===== src/design/bsc_pkg.sv =====
////////////////////////////////////////////////////////////////////////////////
// Purpose: Shared constants and types for the boundary-scan test access port.
// Assumes: Instruction register of four bits and a scan chain of eight cells.
// Notes:   The identification fields are arbitrary values of our own.
////////////////////////////////////////////////////////////////////////////////
package bsc_pkg;

	localparam int TEST_PINS = 5;
	localparam int IR_LEN    = 4;
	localparam int ID_LEN    = 32;
	localparam int IN_CELLS  = 4;
	localparam int OUT_CELLS = 4;
	localparam int BSR_LEN   = IN_CELLS + OUT_CELLS;
	localparam int PIN_BITS  = 4;
	localparam int SYNC_LEN  = PIN_BITS + IN_CELLS;

	// Positions of the test pins in the synchroniser vector.
	localparam int POS_TCK  = 3;
	localparam int POS_TMS  = 2;
	localparam int POS_TDI  = 1;
	localparam int POS_TRST = 0;

	// The three identity fields below are arbitrary values.
	localparam logic [3:0]  ID_VERSION = 4'h1;
	localparam logic [15:0] ID_PART    = 16'h5A3C;
	localparam logic [10:0] ID_MAKER   = 11'h02A;
	localparam logic [ID_LEN-1:0] ID_CODE = {ID_VERSION, ID_PART, ID_MAKER, 1'b1};

	localparam logic [IR_LEN-1:0]   IR_CAPTURE  = 4'h1;
	localparam logic [SYNC_LEN-1:0] SYNC_RESET  = 8'h00;
	localparam logic [OUT_CELLS-1:0] CELL_RESET = 4'h0;

	typedef enum logic [IR_LEN-1:0] {
		INS_EXTEST = 4'h0,
		INS_SAMPLE = 4'h1,
		INS_IDCODE = 4'h2,
		INS_CLAMP  = 4'h3,
		INS_BYPASS = 4'hF
	} bsc_instr_e;

	typedef enum logic [15:0] {
		ST_RESET  = 16'h0001,
		ST_IDLE   = 16'h0002,
		ST_SEL_DR = 16'h0004,
		ST_CAP_DR = 16'h0008,
		ST_SH_DR  = 16'h0010,
		ST_EX1_DR = 16'h0020,
		ST_PAU_DR = 16'h0040,
		ST_EX2_DR = 16'h0080,
		ST_UPD_DR = 16'h0100,
		ST_SEL_IR = 16'h0200,
		ST_CAP_IR = 16'h0400,
		ST_SH_IR  = 16'h0800,
		ST_EX1_IR = 16'h1000,
		ST_PAU_IR = 16'h2000,
		ST_EX2_IR = 16'h4000,
		ST_UPD_IR = 16'h8000
	} bsc_state_e;

	typedef enum logic [1:0] {
		PATH_BYPASS = 2'h0,
		PATH_ID     = 2'h1,
		PATH_CHAIN  = 2'h2
	} bsc_path_e;

	typedef struct packed {
		logic testClock;
		logic testModeSelect;
		logic testDataIn;
		logic testResetN;
	} bsc_pins_s;

	// Selects the data register that an instruction puts between the data pins.
	function automatic bsc_path_e bsc_path(input logic [IR_LEN-1:0] instr);
		bsc_path_e path;
		path = PATH_BYPASS;
		if (instr == INS_IDCODE) begin
			path = PATH_ID;
		end else if (instr == INS_EXTEST || instr == INS_SAMPLE) begin
			path = PATH_CHAIN;
		end
		return path;
	endfunction : bsc_path

	function automatic logic bsc_is_shift(input bsc_state_e st);
		return st == ST_SH_DR || st == ST_SH_IR;
	endfunction : bsc_is_shift

endpackage : bsc_pkg


===== src/design/bsc_sync.sv =====
////////////////////////////////////////////////////////////////////////////////
// Purpose: Three-stage synchroniser with agreement filter and edge pulses.
// Assumes: Inputs are slow compared with the clock.
// Notes:   A change is taken once the second and third stages agree.
////////////////////////////////////////////////////////////////////////////////
`timescale 1ns/1ps
module bsc_sync
	import bsc_pkg::*;
#(
	parameter int WIDTH = SYNC_LEN
) (
	input  logic             clock,
	input  logic             reset,
	input  logic [WIDTH-1:0] asyncIn,
	output logic [WIDTH-1:0] level,
	output logic [WIDTH-1:0] rise,
	output logic [WIDTH-1:0] fall
);

	logic [WIDTH-1:0] meta;
	logic [WIDTH-1:0] second;
	logic [WIDTH-1:0] third;
	logic [WIDTH-1:0] agree;
	logic [WIDTH-1:0] next_level;

	assign agree      = ~(second ^ third);
	assign next_level = (agree & third) | (~agree & level);

	always_ff @(posedge clock) begin
		if (reset) begin
			meta   <= '0;
			second <= '0;
			third  <= '0;
			level  <= '0;
			rise   <= '0;
			fall   <= '0;
		end else begin
			meta   <= asyncIn;
			second <= meta;
			third  <= second;
			level  <= next_level;
			rise   <= next_level & ~level;
			fall   <= ~next_level & level;
		end
	end

endmodule : bsc_sync


===== src/design/bsc_tap_fsm.sv =====
////////////////////////////////////////////////////////////////////////////////
// Purpose: Sixteen-state test access port controller.
// Assumes: step is a one-cycle pulse on each rising test clock edge.
// Notes:   hold forces the test-logic-reset state at once.
////////////////////////////////////////////////////////////////////////////////
`timescale 1ns/1ps
module bsc_tap_fsm
	import bsc_pkg::*;
(
	input  logic       clock,
	input  logic       hold,
	input  logic       step,
	input  logic       tms,
	output bsc_state_e state
);

	bsc_state_e advance;
	bsc_state_e next_state;

	always_comb begin
		case (state)
			ST_RESET:  advance = tms ? ST_RESET  : ST_IDLE;
			ST_IDLE:   advance = tms ? ST_SEL_DR : ST_IDLE;
			ST_SEL_DR: advance = tms ? ST_SEL_IR : ST_CAP_DR;
			ST_CAP_DR: advance = tms ? ST_EX1_DR : ST_SH_DR;
			ST_SH_DR:  advance = tms ? ST_EX1_DR : ST_SH_DR;
			ST_EX1_DR: advance = tms ? ST_UPD_DR : ST_PAU_DR;
			ST_PAU_DR: advance = tms ? ST_EX2_DR : ST_PAU_DR;
			ST_EX2_DR: advance = tms ? ST_UPD_DR : ST_SH_DR;
			ST_UPD_DR: advance = tms ? ST_SEL_DR : ST_IDLE;
			ST_SEL_IR: advance = tms ? ST_RESET  : ST_CAP_IR;
			ST_CAP_IR: advance = tms ? ST_EX1_IR : ST_SH_IR;
			ST_SH_IR:  advance = tms ? ST_EX1_IR : ST_SH_IR;
			ST_EX1_IR: advance = tms ? ST_UPD_IR : ST_PAU_IR;
			ST_PAU_IR: advance = tms ? ST_EX2_IR : ST_PAU_IR;
			ST_EX2_IR: advance = tms ? ST_UPD_IR : ST_SH_IR;
			ST_UPD_IR: advance = tms ? ST_SEL_DR : ST_IDLE;
			default:   advance = ST_RESET;
		endcase
	end

	assign next_state = step ? advance : state;

	always_ff @(posedge clock) begin
		if (hold) begin
			state <= ST_RESET;
		end else begin
			state <= next_state;
		end
	end
endmodule : bsc_tap_fsm


===== src/design/bsc_tap_top.sv =====
////////////////////////////////////////////////////////////////////////////////
// Purpose: Boundary-scan test access port with bypass, id and scan chain.
// Assumes: Test pins are asynchronous and slow against the 40 MHz clock.
// Notes:   Test clock edges are found by sampling; TDO moves on falling edges.
////////////////////////////////////////////////////////////////////////////////
// Behaviour
// - Five test pins: mode select, clock, reset, data in, data out.
// - Bypass puts one shift stage between data in and data out.
// - External test lets the scan chain drive and observe the pins.
// - Sample captures pin inputs while pins keep their normal function.
// - Sample also preloads shifted values into the output update latches.
// - Clamp selects bypass while the scan chain keeps driving the pins.
// - Identification instruction selects the id register as serial path.
// - Id register loads the fixed code in capture, then shifts it out.
// - Id register is 32 bits with maker, part and version fields.
// - Bit 31 sits nearest data in, bit 0 nearest data out and leaves first.
// - Test reset low forces test-logic-reset without a test clock edge.
// - Test-logic-reset loads the identification instruction.
////////////////////////////////////////////////////////////////////////////////
`timescale 1ns/1ps
module bsc_tap_top
	import bsc_pkg::*;
(
	input  logic                 clock,
	input  logic                 reset,
	input  logic                 testClock,
	input  logic                 testModeSelect,
	input  logic                 testDataIn,
	input  logic                 testResetN,
	output logic                 testDataOut,
	output logic                 testDataOutEn,
	input  logic [IN_CELLS-1:0]  padIn,
	input  logic [OUT_CELLS-1:0] coreOut,
	output logic [OUT_CELLS-1:0] padOut
);

	////////////////////////////////////////////////////////////////////////////
	// Pin sampling.

	logic [SYNC_LEN-1:0]  syncLevel;
	logic [SYNC_LEN-1:0]  syncRise;
	logic [SYNC_LEN-1:0]  syncFall;
	bsc_pins_s            pins;
	logic [IN_CELLS-1:0]  padSampled;
	logic                 tckRise;
	logic                 tckFall;
	logic                 hold;

	bsc_sync #(
		.WIDTH(SYNC_LEN)
	) pinSync (
		.clock  (clock),
		.reset  (reset),
		.asyncIn({padIn, testClock, testModeSelect, testDataIn, testResetN}),
		.level  (syncLevel),
		.rise   (syncRise),
		.fall   (syncFall)
	);

	assign pins       = syncLevel[PIN_BITS-1:0];
	assign padSampled = syncLevel[SYNC_LEN-1:PIN_BITS];
	assign tckRise    = syncRise[POS_TCK];
	assign tckFall    = syncFall[POS_TCK];
	assign hold       = reset | ~pins.testResetN;

	////////////////////////////////////////////////////////////////////////////
	// Controller.

	bsc_state_e state;

	bsc_tap_fsm tapFsm (
		.clock(clock),
		.hold (hold),
		.step (tckRise),
		.tms  (pins.testModeSelect),
		.state(state)
	);

	////////////////////////////////////////////////////////////////////////////
	// Instruction register.

	logic [IR_LEN-1:0] irShift;
	logic [IR_LEN-1:0] ir;
	logic [IR_LEN-1:0] next_irShift;
	logic [IR_LEN-1:0] next_ir;
	logic              capIr;
	logic              shIr;
	logic              updIr;
	bsc_path_e         path;

	assign capIr = tckRise && state == ST_CAP_IR;
	assign shIr  = tckRise && state == ST_SH_IR;
	assign updIr = tckFall && state == ST_UPD_IR;
	assign next_irShift = capIr ? IR_CAPTURE
		: shIr ? {pins.testDataIn, irShift[IR_LEN-1:1]} : irShift;
	assign next_ir = (state == ST_RESET) ? INS_IDCODE
		: updIr ? irShift : ir;
	assign path = bsc_path(ir);

	always_ff @(posedge clock) begin
		if (hold) begin
			irShift <= IR_CAPTURE;
			ir      <= INS_IDCODE;
		end else begin
			irShift <= next_irShift;
			ir      <= next_ir;
		end
	end

	////////////////////////////////////////////////////////////////////////////
	// Data registers.

	logic                 capDr;
	logic                 shDr;
	logic                 updDr;
	logic                 bypassBit;
	logic                 next_bypassBit;
	logic [ID_LEN-1:0]    idShift;
	logic [ID_LEN-1:0]    next_idShift;
	logic [BSR_LEN-1:0]   chain;
	logic [BSR_LEN-1:0]   next_chain;
	logic [OUT_CELLS-1:0] cellUpd;
	logic [OUT_CELLS-1:0] next_cellUpd;
	logic                 loadCells;

	assign capDr = tckRise && state == ST_CAP_DR;
	assign shDr  = tckRise && state == ST_SH_DR;
	assign updDr = tckFall && state == ST_UPD_DR;

	// Bypass captures zero and then adds one stage to the board chain.
	assign next_bypassBit = (capDr && path == PATH_BYPASS) ? 1'b0
		: (shDr && path == PATH_BYPASS) ? pins.testDataIn : bypassBit;

	// Bit 0 sits next to TDO and leaves first; TDI enters at bit 31.
	assign next_idShift = (capDr && path == PATH_ID) ? ID_CODE
		: (shDr && path == PATH_ID) ? {pins.testDataIn, idShift[ID_LEN-1:1]}
		: idShift;

	// Input cells sit next to TDO; output cells capture what the pins show.
	assign next_chain = (capDr && path == PATH_CHAIN) ? {padOut, padSampled}
		: (shDr && path == PATH_CHAIN) ? {pins.testDataIn, chain[BSR_LEN-1:1]}
		: chain;

	assign loadCells    = updDr && path == PATH_CHAIN;
	assign next_cellUpd = loadCells ? chain[BSR_LEN-1:IN_CELLS] : cellUpd;

	always_ff @(posedge clock) begin
		if (hold) begin
			bypassBit <= 1'b0;
			idShift   <= ID_CODE;
			chain     <= '0;
		end else begin
			bypassBit <= next_bypassBit;
			idShift   <= next_idShift;
			chain     <= next_chain;
		end
	end

	// Update latches keep their value through a test reset so a preload survives.
	always_ff @(posedge clock) begin
		if (reset) begin
			cellUpd <= CELL_RESET;
		end else begin
			cellUpd <= next_cellUpd;
		end
	end

	////////////////////////////////////////////////////////////////////////////
	// Pin drive.

	logic                 drivePins;
	logic [OUT_CELLS-1:0] next_padOut;

	assign drivePins   = ir == INS_EXTEST || ir == INS_CLAMP;
	assign next_padOut = drivePins ? cellUpd : coreOut;

	always_ff @(posedge clock) begin
		if (reset) begin
			padOut <= '0;
		end else begin
			padOut <= next_padOut;
		end
	end

	////////////////////////////////////////////////////////////////////////////
	// Serial output.

	logic serialBit;
	logic next_tdo;
	logic next_tdoEn;

	assign serialBit = (path == PATH_ID) ? idShift[0]
		: (path == PATH_CHAIN) ? chain[0] : bypassBit;
	assign next_tdo = !tckFall ? testDataOut
		: (state == ST_SH_IR) ? irShift[0]
		: (state == ST_SH_DR) ? serialBit : testDataOut;
	assign next_tdoEn = tckFall ? bsc_is_shift(state) : testDataOutEn;

	always_ff @(posedge clock) begin
		if (hold) begin
			testDataOut   <= 1'b0;
			testDataOutEn <= 1'b0;
		end else begin
			testDataOut   <= next_tdo;
			testDataOutEn <= next_tdoEn;
		end
	end
endmodule : bsc_tap_top


===== config.mk =====
export PLATFORM = sky130hd
export DESIGN_NAME = bsc_tap_top
export DESIGN_NICKNAME = d
export VERILOG_FILES = /design/src/design/bsc_pkg.sv /design/src/design/bsc_sync.sv /design/src/design/bsc_tap_fsm.sv /design/src/design/bsc_tap_top.sv
export SDC_FILE = /design/constraint.sdc
export NUM_CORES = 1
export LEC_CHECK = 0
export ABC_CLOCK_PERIOD_IN_PS = 4090
export BUFFER_PORTS_ARGS = -buffer_cell sky130_fd_sc_hd__buf_2
export CORE_ASPECT_RATIO = 1.5
export CORE_MARGIN = 1.5
export CORE_UTILIZATION = 45
export CTS_CLUSTER_SIZE = 14
export DETAILED_ROUTE_END_ITERATION = 10
export PLACE_DENSITY = 0.63
export SLEW_MARGIN = 0
export SYNTH_ARGS = -nofsm -noshare
export SYNTH_HDL_FRONTEND = slang
export SYNTH_SLANG_ARGS = --single-unit

===== constraint.sdc =====
create_clock -name clock -period 4.09 [get_ports clock]
set_clock_uncertainty 0.15 [all_clocks]
set_input_delay 0.409 -clock clock [delete_from_list [all_inputs] [get_ports clock]]
set_output_delay 0.409 -clock clock [all_outputs]
set_load 0.03 [all_outputs]

=== Word level (Yosys, flattened, before mapping) ===
Cells that the tools add are included.

* Mux-type cells: 22
* Reduce and logical (&&, ||, !) cells: 28
* Bitwise logic cells: 12
* Eq/ne operators: 21

{| class="wikitable"
|+ Operators with widths
! cell !! count
|-
| 16-bit one-hot mux with 12 select lines || 1
|-
| 16-bit 2-to-1 mux || 2
|-
| 8-bit 2-to-1 mux || 3
|-
| 9-bit 2-to-1 mux || 2
|-
| 8-bit bitwise AND || 2
|-
| 16-bit by 1-bit == test with 1-bit output, second input constant || 1
|-
| 16-bit by 10-bit == test with 1-bit output, second input constant || 1
|-
| 16-bit by 11-bit == test with 1-bit output, second input constant || 1
|-
| 16-bit by 12-bit == test with 1-bit output, second input constant || 1
|-
| 16-bit by 13-bit == test with 1-bit output, second input constant || 1
|-
| 16-bit by 14-bit == test with 1-bit output, second input constant || 1
|-
| 16-bit by 15-bit == test with 1-bit output, second input constant || 1
|-
| 16-bit == test, second input constant || 1
|-
| 16-bit by 2-bit == test with 1-bit output, second input constant || 1
|-
| 16-bit by 3-bit == test with 1-bit output, second input constant || 1
|-
| 16-bit by 4-bit == test with 1-bit output, second input constant || 1
|-
| 16-bit by 5-bit == test with 1-bit output, second input constant || 1
|-
| 16-bit by 6-bit == test with 1-bit output, second input constant || 1
|-
| 16-bit by 7-bit == test with 1-bit output, second input constant || 1
|-
| 16-bit by 8-bit == test with 1-bit output, second input constant || 1
|-
| 16-bit by 9-bit == test with 1-bit output, second input constant || 1
|-
| 8-bit inverter || 2
|-
| 15-bit 2-to-1 mux || 1
|-
| 1-bit logical AND || 13
|-
| other kinds (25) || 41
|}

* Output and inout bits: 6
* Flip-flop bits (word level): 115
* Logic and storage cells: 99

=== Longest topological paths before layout ===
* Depth after elaboration: 9
* Depth in mapped cells: 8

=== Modules after synthesis ===
A second synthesis with hierarchy kept.

* Cell total of the unflattened synthesis: 493
* Area total of the unflattened synthesis: 5042.3 um2

{| class="wikitable"
|+ Modules (own cells, without submodules)
! module !! times used !! cells an instance !! area each (um2)
|-
| bsc_tap_top || 1 || 237 || 2422.3
|-
| bsc_sync || 1 || 116 || 1532.7
|-
| bsc_tap_fsm || 1 || 140 || 1087.3
|}

=== Worst setup path after synthesis ===
No wires, ideal clock.

* Kind: flip-flop to flip-flop
* Start: reg tapFsm.state[12]
* End: reg idShift[14]
* Path slack: 2.098 ns
* Arrival: 1.705 ns
* Required time: 3.803 ns
* Path buffers: 3
* Cell stages (with the launch flop): 9
* Path through: dfxtp_1 -> buf_2 -> nor4_4 -> nand4_1 -> or2_1 -> clkbuf_1 -> buf_2 -> nand2_1 -> nand3_1

* Longest elaborated chain between the ends: 4

{| class="wikitable"
|+ Ends and longest elaborated chain
! what !! RTL line !! text
|-
| start: declaration || bsc_tap_fsm.sv:14 || <nowiki>output bsc_state_e state</nowiki>
|-
| start signal: assignment || bsc_tap_fsm.sv:48 || <nowiki>state <= next_state;</nowiki>
|-
| 16-bit by 4-bit == test with 1-bit output || bsc_tap_top.sv:126 || <nowiki>assign capDr = tckRise && state == ST_CAP_DR;</nowiki>
|-
| 1-bit logical AND || bsc_tap_top.sv:126 ||
|-
| 1-bit logical AND || bsc_tap_top.sv:135 || <nowiki>assign next_idShift = (capDr && path == PATH_ID) ? ID_CODE</nowiki>
|-
| 2-bit OR reduction (no line) || -- ||
|-
| end signal: assignment || bsc_tap_top.sv:154 || <nowiki>idShift <= next_idShift;</nowiki>
|-
| end: declaration || bsc_tap_top.sv:118 || <nowiki>logic [ID_LEN-1:0] idShift;</nowiki>
|}

Parallel ways exist; a longest one is shown, timed or not.
A chain may end at the register's enable or synchronous reset.

=== Worst setup path in the final report ===
* Start: reg tapFsm.state[0]
* End: reg idShift[20]

The elaborated chain is that of the path after synthesis.

==> flow_summary.rst <==
.. list-table::
   :header-rows: 1

   * - Metric
     - Value
   * - CTS tree
     - built
   * - DRC violation total after the first TritonRoute iteration
     - 139
   * - Fraction of layout cells with a size suffix above 1
     - 10.3%
   * - Mapped Nets
     - 518
   * - Aggregate global routing overflow
     - 0
   * - Startpoint type of the worst setup path
     - flip-flop
   * - Setup repair after global routing missed its margin
     - no
   * - Count of nets left with antenna violations after detail routing
     - 0
   * - Total half-perimeter wirelength after legalization and detailed placement
     - between 5 and 6 mm
   * - PD cells
     - 415 nW/um2
   * - Leakage
     - 1.74 nW
   * - Chip Width
     - 83.6 um
   * - Internal power
     - 1.56 mW
   * - Seq cells post-synth
     - between 100 and 150
   * - Number of warnings reported in the yosys synthesis log
     - 0
   * - H-tree depth reported by CTS
     - 3
   * - Filler cells
     - 941
   * - First-pass detailed-route iteration total
     - 4
   * - Max-slew violation total from the final report
     - 0
   * - Period Utilization, post-route
     - 65.7%
   * - Syn-to-layout area delta
     - 8.47%
   * - Maximum number of buffers from clock root to sink
     - 2
   * - NetSw
     - 412 uW
   * - Initial standard-cell utilization of the core
     - 45.8%
   * - Worst hold margin
     - 0.118 ns
   * - Clock input transition at the sequential cells of the worst setup and hold paths
     - 0.07 ns
   * - Cell total after placement
     - approximately 600
   * - Average wire per standard cell
     - 13.8 um
   * - Number of buffers inserted during clock tree synthesis
     - 9
   * - Top FF cell, synth
     - dfxtp_1
   * - Global-route wire length before repair
     - 14.3 mm
   * - Type of element capturing the critical path
     - flip-flop
   * - Number of distinct standard cells referenced by the synthesized netlist
     - 49
   * - VDD IR-drop max
     - 281 uV
   * - Total clock sinks
     - 109
   * - Total global routing track utilization
     - 17.3%
   * - Status
     - completed
   * - Total I/O pin count
     - 20
   * - Per-instance average area after synthesis
     - between 8 and 9 um2
   * - Logic gate share of total power
     - 1.4%
   * - Final Hold Violating Endpoints
     - 0
   * - Required arrival time at the worst endpoint
     - 4.13 ns
   * - Proportion of netlist area held by the largest area contributor
     - between 40 and 50%
   * - Post-synth EDFFs
     - 0
   * - Portion of the post-synthesis area used by sequential elements
     - 49.8%
   * - Post-layout power
     - 1.98 mW
   * - Dominant cell type by area after synthesis
     - dfxtp_1
   * - Area of the placeable core
     - 9580 um2
   * - Path class of the lowest-slack min-delay path
     - primary input to flip-flop
   * - Dominant cells by area after synthesis
     - dfxtp_1, nand2_1, a21oi_1
   * - Layout net count
     - 512
   * - Number of resized instances in the post-cts repair step
     - 0
   * - Signal arrival time at the worst endpoint
     - 2.73 ns
   * - DIE HEIGHT
     - about 120 um
   * - Number of remaining DRC errors
     - 0
   * - Number of global-route vias before repair
     - 3106
   * - Site row count
     - 44
   * - Total wire length after detailed routing
     - around 8.6 mm
   * - Maximum number of pins on one net before global-route repair
     - 45
   * - Crit Path Class
     - flip-flop to flip-flop
   * - Count of input and output buffers
     - 19
   * - Async set or reset register ratio after synthesis
     - 0%
   * - Register share of total power
     - 54.5%
   * - Final instance area
     - 4760 um2
   * - Share of total power in the clock network
     - 44.1%
   * - Post-CTS Setup Repair Bufs
     - 0
   * - Setup TNS after final layout
     - 0 ns
   * - Overall via count from detail_route
     - around 3300
   * - Pin slew with the least headroom to its limit
     - 1.03 ns
   * - Worst reg2reg path depth
     - 5
   * - Insertion delay of the later-clocked pin in the worst-skew pair
     - 0.35 ns
   * - Highest clock rate
     - 372 MHz
   * - Dpl cell area
     - 4460 um2
   * - Library cell used as clock root buffer
     - clkbuf_16
   * - Min-Delay Path Depth
     - 2
   * - Overall die area
     - 10400 um2
   * - Share of total power consumed by net switching
     - 20.8%
   * - Post-synthesis instance area
     - ~4400 um2
   * - Finished Layout Cells
     - 618
   * - Final worst path period need
     - roughly 2.7 ns
   * - Critical path fanouts, max
     - 32
   * - Vias per cell
     - 5.40
   * - Routability Congestion
     - ~0.92
   * - Number of maximum-capacitance violations
     - 0
   * - Diodes inserted
     - 0
   * - Max-slew headroom at the worst pin
     - 31.1%
   * - Antenna violations before repair
     - 0
   * - Count of final setup violators
     - 0
   * - Cells after Synth
     - 504
   * - Number of hold buffers added after CTS
     - 0
flip-flops by register name, summed over array words and instances, names as in the netlist, named ones only:
name,count
testDataOutEn,1
idShift,32
chain,8
ir,4
pinSync.meta,8
bypassBit,1
pinSync.rise,1
pinSync.second,8
testDataOut,1
pinSync.fall,1
pinSync.level,1
pinSync.third,8
padOut,4
irShift,4
tapFsm.state,16
cellUpd,4
worst paths after layout:
kind | start | end | slack (ns)
max | tapFsm.state[0]$_SDFFE_PP1P_ | idShift[20]$_SDFFE_PP0P_ | 1.40
min reg2reg | pinSync.third[3]$_SDFF_PP0_ | pinSync.fall[3]$_SDFF_PP0_ | 0.28
min | testClock | pinSync.meta[3]$_SDFF_PP0_ | 0.12
max reg2reg | tapFsm.state[0]$_SDFFE_PP1P_ | idShift[20]$_SDFFE_PP0P_ | 1.40
area by class of cell:
| type | count | area, um2 | share of cell area, % |
|---|---|---|---|
| Clock buffer | 10 | 229 | 4.81 |
| Clock inverter | 6 | 70.1 | 1.47 |
| Inverter | 4 | 15.0 | 0.316 |
| Multi-Input combinational cell | 352 | 2000 | 42.0 |
| Sequential cell | 109 | 2180 | 45.9 |
| Tap cell | 115 | 144 | 3.02 |
| Timing Repair Buffer | 22 | 118 | 2.47 |
power groups by stage:
stage / Combinational [mW] / Sequential (mW) / Clock, mW
after floorplan: 0.0152 / 1.10 / 0
after global placement: 0.0278 / 1.10 / 0
after detailed placement: 0.0284 / 1.10 / 0
after CTS: 0.0284 / 1.08 / 0.893
after global routing: 0.0308 / 1.08 / 0.936
final: 0.0277 / 1.08 / 0.871
through the flow:
step | worst slack [ns] | utilization (%)
after floorplan | 2.10 | -
after global placement | 1.50 | 46.5
after detailed placement | 1.42 | 46.5
after CTS | 1.40 | 49.7
after global routing | 1.11 | 49.7
final | 1.40 | 49.7
synth_stat cells, types with 2 or more instances:
| cell | instances |
|---|---|
| dfxtp_1 | 109 |
| nor2_1 | 44 |
| nand2_1 | 90 |
| nand2b_1 | 4 |
| clkbuf_1 | 20 |
| or3_1 | 4 |
| buf_6 | 3 |
| o22a_1 | 8 |
| o21ai_0 | 11 |
| nor3_1 | 6 |
| buf_2 | 15 |
| nor4b_1 | 7 |
| xor2_1 | 2 |
| a22oi_1 | 2 |
| or2_1 | 3 |
| or4_4 | 3 |
| nor4_1 | 3 |
| or4_1 | 2 |
| nor4_4 | 2 |
| nand4_1 | 10 |
| nor4_2 | 3 |
| nand3_1 | 24 |
| inv_1 | 4 |
| o21ai_1 | 5 |
| nor2b_1 | 26 |
| o211ai_1 | 2 |
| o22ai_1 | 9 |
| a21oi_1 | 42 |
| xnor2_1 | 5 |
| mux2i_1 | 17 |
kinds of logic after synthesis:
| family | count (synthesis) | share of synthesized area [%] |
|---|---|---|
| compound gates | 92 | 12.8 |
| xor+xnor | 7 | 1.40 |
| buf+inv | 43 | 4.71 |
| flops | 109 | 49.8 |
| mux | 17 | 3.88 |
| simple gates | 236 | 27.5 |
routing by layer:
layer / track usage, % / vias to the layer above / part of all wire [%]
li1: - / 1723 / -
met1: 19.7 / 1540 / 44
met2: 30.2 / 53 / 49
met3: 3.64 / 19 / 3.0
met4: 10.1 / 0 / 3.4
met5: 0 / - / 0
critical path: stages (launching register included):
cell,delay (ns)
dfxtp_1,0.37
nor4_2,0.42
nand3_1,0.52
or2_1,0.78
nand2_1,0.20
a21oi_1,0.08
placed cells by master (no fill, tap or decap), types with 3 or more instances in the layout:
cell type and count:
clkbuf_16 9, clkinvlp_4 3, or3_1 4, inv_1 4
nor4b_1 7, or2_1 3, or4_4 3, nand2b_1 4
buf_4 3, mux2i_1 17, nor2_1 43, nand3_1 24
dfxtp_1 109, o21ai_0 11, o22ai_1 9, nand2_1 90
o21ai_1 5, nor4_1 3, nand4_1 10, a21oi_1 42
o22a_1 8, nor4_2 3, nor3_1 6, buf_2 19
xnor2_1 5, nor2b_1 26
(Power assumes the default switching activity.)
